## src/hdl/pd_power_indicator_consts.vh

```
`ifndef PD_POWER_INDICATOR_CONSTS_VH
`define PD_POWER_INDICATOR_CONSTS_VH

// timebase
`define CLK_MHZ 40
`define IND_DELAY_US 24000
`define INRUSH_DELAY_US 81500
`define DLY_W 22
// default delay counts in clock cycles at 40 MHz
`define IND_DELAY_CYC_DEF 22'd960000
`define INRUSH_DELAY_CYC_DEF 22'd3260000

// mps pulse timebase: one tick per microsecond, period in ticks
`define TICK_CYC 6'd40
`define TICK_LAST 6'd39
`define MPS_PERIOD_LAST 10'd999
`define DUTY_T12 10'd260
`define DUTY_SHORT 10'd125
`define DUTY_RES 10'd81
`define DUTY_OPEN 10'd54

// classification counter
`define CNT_MAX 3'd5
`define CNT_ONE 3'd1
`define CNT_TWO 3'd2
`define CNT_FOUR 3'd4

// pin input vector positions
`define NPIN 10
`define PIN_UVLO 0
`define PIN_ABOVE32 1
`define PIN_MARK 2
`define PIN_TSD 3
`define PIN_INR_DONE 4
`define PIN_CLASS 5
`define PIN_TYPE34 6
`define PIN_LOAD_HI 7
`define PIN_DUTY_SHORT 8
`define PIN_DUTY_OPEN 9

// register byte offsets
`define ADDR_CTRL 4'h0
`define ADDR_STATUS 4'h4
`define ADDR_IRQ_STATUS 4'h8
`define ADDR_IRQ_MASK 4'hc

// control fields
`define CTRL_MPS_EN 0
`define CTRL_INR_DLY_EN 1
`define CTRL_RESET 2'h3

// interrupt fields
`define NIRQ 5
`define IRQ_CLASS 0
`define IRQ_IND_ON 1
`define IRQ_PG 2
`define IRQ_TSD 3
`define IRQ_MARK 4
`define IRQ_MASK_RESET 5'h00

// axi responses
`define RESP_OKAY 2'h0
`define RESP_SLVERR 2'h2

`endif

```

## src/hdl/pd_power_indicator_mps.v

```verilog
// Decided for this implementation: the AXI4-Lite register port and the address map.
`timescale 1ns/100ps
`include "pd_power_indicator_consts.vh"

module pd_power_indicator_mps
#(
    parameter [`DLY_W-1:0] IND_DELAY_CYC = `IND_DELAY_CYC_DEF,
    parameter [`DLY_W-1:0] INRUSH_DELAY_CYC = `INRUSH_DELAY_CYC_DEF
)
(
    // clock and reset
    input wire aclk,
    input wire aresetn,
    // axi4-lite write address
    input wire [3:0] s_axi_awaddr,
    input wire s_axi_awvalid,
    output reg s_axi_awready,
    // axi4-lite write data
    input wire [31:0] s_axi_wdata,
    input wire [3:0] s_axi_wstrb,
    input wire s_axi_wvalid,
    output reg s_axi_wready,
    // axi4-lite write response
    output reg [1:0] s_axi_bresp,
    output reg s_axi_bvalid,
    input wire s_axi_bready,
    // axi4-lite read
    input wire [3:0] s_axi_araddr,
    input wire s_axi_arvalid,
    output reg s_axi_arready,
    output reg [31:0] s_axi_rdata,
    output reg [1:0] s_axi_rresp,
    output reg s_axi_rvalid,
    input wire s_axi_rready,
    // analog monitor levels
    input wire uvlo_ok,
    input wire above_32v,
    input wire above_mark_reset,
    input wire thermal_shutdown,
    input wire inrush_current_done,
    input wire class_event,
    input wire pse_type34_detect,
    input wire load_current_high,
    // three-state duty select decoded to two levels
    input wire pulse_duty_select_short,
    input wire pulse_duty_select_open,
    // class resistor selects
    output reg early_class_resistor,
    output reg late_class_resistor,
    // open-drain power good
    output reg converter_go_output_o,
    output reg converter_go_output_oe,
    // indicators
    output reg power_tier_high_flag_o,
    output reg power_tier_high_flag_oe,
    output reg power_tier_low_flag_o,
    output reg power_tier_low_flag_oe,
    output reg pse_type_flag_o,
    output reg pse_type_flag_oe,
    // pulse drive and interrupt
    output wire mps_pulse_drive,
    output reg irq
);

localparam ST_OFF = 2'd0;
localparam ST_INRUSH = 2'd1;
localparam ST_POWER = 2'd2;
localparam ST_TSD = 2'd3;

wire [`NPIN-1:0] pin_raw;
reg [`NPIN-1:0] sync1_reg;
reg [`NPIN-1:0] sync2_reg;
reg class_d_reg;
reg [1:0] state_reg;
reg [1:0] state_next;
reg [`DLY_W-1:0] inr_cnt_reg;
reg [`DLY_W-1:0] ind_cnt_reg;
reg [2:0] cnt_reg;
reg type34_reg;
reg type_valid_reg;
reg ind_en_reg;
reg [1:0] ctrl_reg;
reg [`NIRQ-1:0] irq_status_reg;
reg [`NIRQ-1:0] irq_mask_reg;
reg [`NIRQ-1:0] irq_event;
reg [3:0] awaddr_reg;
reg [31:0] wdata_reg;
reg [3:0] wstrb_reg;
reg tier_hi;
reg tier_lo;
reg [9:0] on_ticks;
wire rd_clear;
wire uvlo_s;
wire above32_s;
wire mark_s;
wire tsd_s;
wire inr_done_s;
wire class_s;
wire class_rise;
wire inr_elapsed;
wire mps_en;
wire aw_have;
wire w_have;

assign pin_raw = {pulse_duty_select_open, pulse_duty_select_short,
                  load_current_high, pse_type34_detect, class_event,
                  inrush_current_done, thermal_shutdown, above_mark_reset,
                  above_32v, uvlo_ok};

// two-flop synchronisers for every pin
genvar gi;
generate
    for (gi = 0; gi < `NPIN; gi = gi + 1)
    begin : g_sync
        always @(posedge aclk)
        begin
            if (!aresetn)
            begin
                sync1_reg[gi] <= 1'b0;
                sync2_reg[gi] <= 1'b0;
            end
            else
            begin
                sync1_reg[gi] <= pin_raw[gi];
                sync2_reg[gi] <= sync1_reg[gi];
            end
        end
    end
endgenerate

assign uvlo_s = sync2_reg[`PIN_UVLO];
assign above32_s = sync2_reg[`PIN_ABOVE32];
assign mark_s = sync2_reg[`PIN_MARK];
assign tsd_s = sync2_reg[`PIN_TSD];
assign inr_done_s = sync2_reg[`PIN_INR_DONE];
assign class_s = sync2_reg[`PIN_CLASS];
assign class_rise = class_s && !class_d_reg;
assign inr_elapsed = !ctrl_reg[`CTRL_INR_DLY_EN] ||
                     (inr_cnt_reg >= INRUSH_DELAY_CYC);

// power state machine
always @*
begin
    state_next = state_reg;
    case (state_reg)
        ST_OFF:
            if (uvlo_s)
                state_next = ST_INRUSH;
        ST_INRUSH:
            if (!uvlo_s)
                state_next = ST_OFF;
            else if (tsd_s)
                state_next = ST_TSD;
            else if (inr_done_s && inr_elapsed)
                state_next = ST_POWER;
        ST_POWER:
            if (!uvlo_s)
                state_next = ST_OFF;
            else if (tsd_s)
                state_next = ST_TSD;
        ST_TSD:
            if (!uvlo_s)
                state_next = ST_OFF;
            else if (!tsd_s)
                state_next = ST_INRUSH;
        default:
            state_next = ST_OFF;
    endcase
end

// indicator encoding from event count and latched type
always @*
begin
    tier_hi = 1'b1;
    tier_lo = 1'b1;
    if (!type34_reg)
        tier_lo = (cnt_reg < `CNT_TWO);
    else if (cnt_reg >= `CNT_MAX)
    begin
        tier_hi = 1'b0;
        tier_lo = 1'b0;
    end
    else if (cnt_reg == `CNT_FOUR)
        tier_hi = 1'b0;
    else if (cnt_reg >= `CNT_TWO)
        tier_lo = 1'b0;
end

// duty select
always @*
begin
    if (!type34_reg)
        on_ticks = `DUTY_T12;
    else if (sync2_reg[`PIN_DUTY_SHORT])
        on_ticks = `DUTY_SHORT;
    else if (sync2_reg[`PIN_DUTY_OPEN])
        on_ticks = `DUTY_OPEN;
    else
        on_ticks = `DUTY_RES;
end

assign mps_en = (state_reg == ST_POWER) && ctrl_reg[`CTRL_MPS_EN] &&
                !sync2_reg[`PIN_LOAD_HI];

mps_pulse_gen u_mps
(
    .aclk(aclk),
    .aresetn(aresetn),
    .enable(mps_en),
    .on_ticks(on_ticks),
    .pulse(mps_pulse_drive)
);

// core state, counters and outputs
always @(posedge aclk)
begin
    if (!aresetn)
    begin
        class_d_reg <= 1'b0;
        state_reg <= ST_OFF;
        inr_cnt_reg <= {`DLY_W{1'b0}};
        ind_cnt_reg <= {`DLY_W{1'b0}};
        cnt_reg <= 3'd0;
        type34_reg <= 1'b0;
        type_valid_reg <= 1'b0;
        ind_en_reg <= 1'b0;
        early_class_resistor <= 1'b0;
        late_class_resistor <= 1'b0;
        converter_go_output_o <= 1'b0;
        converter_go_output_oe <= 1'b0;
        power_tier_high_flag_o <= 1'b0;
        power_tier_high_flag_oe <= 1'b0;
        power_tier_low_flag_o <= 1'b0;
        power_tier_low_flag_oe <= 1'b0;
        pse_type_flag_o <= 1'b0;
        pse_type_flag_oe <= 1'b0;
    end
    else
    begin
        class_d_reg <= class_s;
        state_reg <= state_next;
        if (state_reg != ST_INRUSH)
            inr_cnt_reg <= {`DLY_W{1'b0}};
        else if (inr_cnt_reg < INRUSH_DELAY_CYC)
            inr_cnt_reg <= inr_cnt_reg + 1'b1;
        if (state_reg != ST_POWER || !above32_s)
            ind_cnt_reg <= {`DLY_W{1'b0}};
        else if (ind_cnt_reg < IND_DELAY_CYC)
            ind_cnt_reg <= ind_cnt_reg + 1'b1;
        ind_en_reg <= (state_reg == ST_POWER) && above32_s && !tsd_s &&
                      (ind_cnt_reg >= IND_DELAY_CYC);
        if (!mark_s)
        begin
            cnt_reg <= 3'd0;
            type34_reg <= 1'b0;
            type_valid_reg <= 1'b0;
        end
        else
        begin
            if (class_rise && state_reg == ST_OFF && cnt_reg < `CNT_MAX)
                cnt_reg <= cnt_reg + 3'd1;
            if (state_reg == ST_OFF && state_next == ST_INRUSH &&
                !type_valid_reg)
            begin
                type34_reg <= sync2_reg[`PIN_TYPE34];
                type_valid_reg <= 1'b1;
            end
        end
        // the count steps one cycle after the rise, so the rise cycle
        // already belongs to the event that is starting
        early_class_resistor <= class_s && state_reg == ST_OFF &&
                                (cnt_reg < `CNT_TWO ||
                                 (cnt_reg == `CNT_TWO && !class_rise));
        late_class_resistor <= class_s && state_reg == ST_OFF &&
                               (cnt_reg > `CNT_TWO ||
                                (cnt_reg == `CNT_TWO && class_rise));
        converter_go_output_o <= 1'b0;
        converter_go_output_oe <= (state_next == ST_INRUSH);
        power_tier_high_flag_o <= tier_hi;
        power_tier_low_flag_o <= tier_lo;
        pse_type_flag_o <= !type34_reg;
        power_tier_high_flag_oe <= ind_en_reg;
        power_tier_low_flag_oe <= ind_en_reg;
        pse_type_flag_oe <= ind_en_reg;
    end
end

// interrupt events
always @*
begin
    irq_event = {`NIRQ{1'b0}};
    irq_event[`IRQ_CLASS] = class_rise && state_reg == ST_OFF;
    irq_event[`IRQ_IND_ON] = !ind_en_reg && (state_reg == ST_POWER) &&
                             above32_s && !tsd_s &&
                             (ind_cnt_reg >= IND_DELAY_CYC);
    irq_event[`IRQ_PG] = (state_reg == ST_INRUSH) && (state_next == ST_POWER);
    irq_event[`IRQ_TSD] = (state_reg != ST_TSD) && (state_next == ST_TSD);
    irq_event[`IRQ_MARK] = !mark_s && (type_valid_reg || cnt_reg != 3'd0);
end

assign aw_have = !s_axi_awready;
assign w_have = !s_axi_wready;
assign rd_clear = s_axi_arvalid && s_axi_arready &&
                  (s_axi_araddr == `ADDR_IRQ_STATUS);

// axi4-lite slave
always @(posedge aclk)
begin
    if (!aresetn)
    begin
        s_axi_awready <= 1'b1;
        s_axi_wready <= 1'b1;
        s_axi_bvalid <= 1'b0;
        s_axi_bresp <= `RESP_OKAY;
        s_axi_arready <= 1'b1;
        s_axi_rvalid <= 1'b0;
        s_axi_rresp <= `RESP_OKAY;
        s_axi_rdata <= 32'h00000000;
        awaddr_reg <= 4'h0;
        wdata_reg <= 32'h00000000;
        wstrb_reg <= 4'h0;
        ctrl_reg <= `CTRL_RESET;
        irq_mask_reg <= `IRQ_MASK_RESET;
        irq_status_reg <= {`NIRQ{1'b0}};
        irq <= 1'b0;
    end
    else
    begin
        if (s_axi_awvalid && s_axi_awready)
        begin
            awaddr_reg <= s_axi_awaddr;
            s_axi_awready <= 1'b0;
        end
        if (s_axi_wvalid && s_axi_wready)
        begin
            wdata_reg <= s_axi_wdata;
            wstrb_reg <= s_axi_wstrb;
            s_axi_wready <= 1'b0;
        end
        // both halves held: commit and answer
        if (aw_have && w_have && !s_axi_bvalid)
        begin
            s_axi_bvalid <= 1'b1;
            s_axi_bresp <= `RESP_OKAY;
            case (awaddr_reg)
                `ADDR_CTRL:
                    if (wstrb_reg[0])
                        ctrl_reg <= wdata_reg[1:0];
                `ADDR_IRQ_MASK:
                    if (wstrb_reg[0])
                        irq_mask_reg <= wdata_reg[`NIRQ-1:0];
                `ADDR_STATUS, `ADDR_IRQ_STATUS:
                    s_axi_bresp <= `RESP_OKAY;
                default:
                    s_axi_bresp <= `RESP_SLVERR;
            endcase
        end
        if (s_axi_bvalid && s_axi_bready)
        begin
            s_axi_bvalid <= 1'b0;
            s_axi_awready <= 1'b1;
            s_axi_wready <= 1'b1;
        end
        if (s_axi_arvalid && s_axi_arready)
        begin
            s_axi_arready <= 1'b0;
            s_axi_rvalid <= 1'b1;
            s_axi_rresp <= `RESP_OKAY;
            s_axi_rdata <= 32'h00000000;
            case (s_axi_araddr)
                `ADDR_CTRL:
                    s_axi_rdata[1:0] <= ctrl_reg;
                `ADDR_STATUS:
                    s_axi_rdata[11:0] <= {mps_pulse_drive, ind_en_reg,
                                          type_valid_reg, type34_reg,
                                          1'b0, cnt_reg, 2'b00, state_reg};
                `ADDR_IRQ_STATUS:
                    s_axi_rdata[`NIRQ-1:0] <= irq_status_reg;
                `ADDR_IRQ_MASK:
                    s_axi_rdata[`NIRQ-1:0] <= irq_mask_reg;
                default:
                    s_axi_rresp <= `RESP_SLVERR;
            endcase
        end
        if (s_axi_rvalid && s_axi_rready)
        begin
            s_axi_rvalid <= 1'b0;
            s_axi_arready <= 1'b1;
        end
        // new events win over the read clear
        if (rd_clear)
            irq_status_reg <= irq_event;
        else
            irq_status_reg <= irq_status_reg | irq_event;
        irq <= |(irq_status_reg & irq_mask_reg);
    end
end

endmodule

```

## src/hdl/mps_pulse_gen.v

```verilog
`timescale 1ns/100ps
`include "pd_power_indicator_consts.vh"

module mps_pulse_gen
(
    // clock and reset
    input wire aclk,
    input wire aresetn,
    // control
    input wire enable,
    input wire [9:0] on_ticks,
    // pulse
    output reg pulse
);

reg [5:0] div_reg;
reg [9:0] phase_reg;
wire tick;

assign tick = (div_reg == `TICK_LAST);

// duty is on_ticks out of a fixed period of ticks
always @(posedge aclk)
begin
    if (!aresetn || !enable)
    begin
        div_reg <= 6'h00;
        phase_reg <= 10'h000;
        pulse <= 1'b0;
    end
    else
    begin
        div_reg <= tick ? 6'h00 : div_reg + 6'h01;
        if (tick)
        begin
            if (phase_reg == `MPS_PERIOD_LAST)
                phase_reg <= 10'h000;
            else
                phase_reg <= phase_reg + 10'h001;
        end
        pulse <= (phase_reg < on_ticks);
    end
end

endmodule

```

## config.mk

```make
export PLATFORM = sky130hd
export DESIGN_NAME = pd_power_indicator_mps
export DESIGN_NICKNAME = d
export VERILOG_FILES = /design/src/hdl/pd_power_indicator_mps.v /design/src/hdl/mps_pulse_gen.v
export VERILOG_INCLUDE_DIRS = /design/src /design/src/hdl
export SDC_FILE = /design/constraint.sdc
export NUM_CORES = 1
export LEC_CHECK = 0
export ABC_CLOCK_PERIOD_IN_PS = 2490
export BUFFER_PORTS_ARGS = -buffer_cell sky130_fd_sc_hd__buf_2
export CAP_MARGIN = 20
export CORE_AREA = 2 2 120 122
export DETAILED_ROUTE_END_ITERATION = 16
export DIE_AREA = 0 0 122 124
export PLACE_DENSITY = 0.68
export SLEW_MARGIN = 20
export SYNTH_ARGS = -nofsm -noshare
export SYNTH_HDL_FRONTEND = slang
export SYNTH_SLANG_ARGS = --single-unit
```

## constraint.sdc

```tcl
create_clock -name aclk -period 2.49 [get_ports aclk]
set_input_delay 0.1245 -clock aclk [delete_from_list [all_inputs] [get_ports aclk]]
set_output_delay 0.1245 -clock aclk [all_outputs]
set_load 0.01 [all_outputs]
```

==> out/qor.csv <==
metric,value,unit
tightest_slew,0.8822,ns
core.rowCount,43,
area_growth,20.35,%
worstReg2RegEnd,inr_cnt_reg[16]$_SDFFE_PP0N_,
cts.path.max_buffers,2,
clock_skew,0.008188,ns
setup_viol_count_final,0,
drv_cap,0,
met1_usage,22.00,%
drive_gt1_share,13.76,%
hold_violations,0,
grt_usage,18.59,%
place_area,6470,µm²
dp_hpwl,9661,µm
crit_path_start,inr_cnt_reg[14]$_SDFFE_PP0N_,
ys.warnings.count,0,
via_per_inst,5.274,
ys_seq_area_share,45.34,%
synth_edf_count,0,
yosys.area.top_type,dfxtp_1,
grt_pass1_wl,22480,µm
drtIter0Drc,248,
cts_resized,0,
nFillCells,1247,
use_met2,32.72,%
drc,0,
worstSetupPathType,register to register,
grt_max_degree,29,
multi_input_area,3048,µm²
p_leak,2.721,nW
die_area,15130,µm²
hold_class,primary input to register,
avgSynthCellArea,8.857,µm²
rsz0062_at_grt,no,
tns,0,ns
peakVddDrop,0.0006591,V
synth-async-reset-ratio,0,%
max_freq,466.7,MHz
grt.overflow.total,0,
wl_per_cell,14.03,µm
htree_levels,4,
vias,5089,
seqCellArea,2763,µm²
worst_ep_required_time,2.84,ns
die_w,122,µm
port_buffers,59,
synth.area.top_cells,"dfxtp_1, nand2_1, ha_1",
ys_seq_elements,138,
grt_pass1_vias,4890,
pwr_density_cell,688.4,nW/µm²
cts_tree,built,
initial_core_util,44.41,%
ys_types,60,
critical_path.startpoint_type,register,
cts_setup_buffers,0,
gp_congestion,0.8848,
end_kind,register,
cts_sinks,138,
gr-max-usage-layer,met2,
hold_ws,0.03999,ns
arrival,2.49,ns
die_h,124,µm
slew_viol_final,0,
synth_top_area_share,45.34,%
period_share,86.04,%
antenna_found_initial,0,
crit-reg2reg-launch,inr_cnt_reg[14]$_SDFFE_PP0N_,
clock_latency,0.42,ns
core-area,13720,µm²
antennaDiodeCount,0,
yosys-top-cells-count,"dfxtp_1, nand2_1, nor2_1",
synthFlopType,dfxtp_1,
slew-limit-headroom,40.74,%
syn_inst,688,
final.min_clock_period,2.142,ns
r2r_slack,0.35,ns
grtUsageMet3,4.625,%
reg2reg_depth,6,
drtPass1Iterations,5,
detail-route-antenna-nets,0,
clk_pin_slew,0.06,ns
outcome,"finished, final reports clean",
finish.instance_area,7333,µm²
num_io_pins,114,
synth_area,6093,µm²
crit_path_end,inr_cnt_reg[16]$_SDFFE_PP0N_,
cts.root.buffer_cell,clkbuf_16,
crit_fanout,13,
holdBufCountCts,25,
finalWirelength,13540,µm
yosysMostFrequentCell,dfxtp_1,
cts_buffers,17,
final_nets,850,
## stage by stage
step	power [W]	setup slack [ns]	std cells	util [%]
after floorplan	0.002446	0.7167	711	-
after global placement	0.002479	0.4917	908	47.16
after detailed placement	0.002485	0.4068	908	47.16
after CTS	0.005090	0.3372	965	53.45
after global routing	0.005200	0.08713	965	53.45
final	0.005049	0.3475	965	53.45
## kinds of logic (layout without fill, tap and decap cells)
group                    after synthesis  count (layout)  share of synthesized area [%]
multiplexers                          15              15                          2.895
adder cells (fa/ha/maj)               17              17                          3.491
buffers and inverters                 71             145                          6.057
AND/OR/NAND/NOR                      294             294                          25.32
other                                  1              24                        0.06154
XOR/XNOR                              26              26                          3.737
flip-flops                           138             138                          45.34
AO/OA/AOI/OAI                        126             126                          13.10
## critical path, cell delays in order (launching register included)
cell and delay [ns]:
dfxtp_1 0.37, nand3b_1 0.22, nor4_2 0.55, or2_1 0.44, buf_4 0.23, o21ai_0 0.11, a21oi_1 0.14
## placed cells by master, fill, tap and decap left out, types with 17 or more instances in the layout
master,n
buf_2,59
dfxtp_1,138
o21ai_0,30
a21oi_1,34
nand2_1,66
dlygate4sd3_1,25
and2_1,28
conb_1,24
ha_1,17
nor2_1,54
or3_1,17
clkbuf_16,17
nor2b_1,20
nand3_1,35
inv_1,21
## worst min path at each step
stage / slack, ns / endpoint / start / cells past startpoint
after CTS: 0.01 / s_axi_arready$_SDFFE_PP1P_ / s_axi_arvalid / 3
after global routing: 0.05 / s_axi_arready$_SDFFE_PP1P_ / s_axi_arvalid / 3
final: 0.04 / s_axi_arready$_SDFFE_PP1P_ / s_axi_arvalid / 3
after detailed placement: 0.34 / sync1_reg[0]$_SDFF_PN0_ / uvlo_ok / 2
after global placement: 0.33 / sync1_reg[1]$_SDFF_PN0_ / above_32v / 2
after floorplan: 0.22 / s_axi_awready$_SDFFE_PP1P_ / s_axi_awvalid / 1
## where the power goes
part	total [W]	internal (W)	switching (W)
sequential	0.00227	0.00225	0.0000258
clock	0.00258	0.00165	0.000927
combinational	0.000196	0.0000946	0.000102
## layer usage
metal	routed length [µm]	part of all wire (%)	vias to the layer above
met2	6787	50	100
li1	-	-	2547
met1	5971	44	2427
met5	0	0	-
met3	567	4.2	15
met4	209	1.5	0
## final cells by class
type                       count  share of cell area [%]
tap                          180                   3.071
clock inverter                11                   1.945
clock buffer                  21                   6.415
timing repair buffer          92                   8.258
sequential                   138                   37.67
multi-input combinational    502                   41.56
inverter                      21                   1.075
No activity file was read; power rests on OpenSTA's default activity.
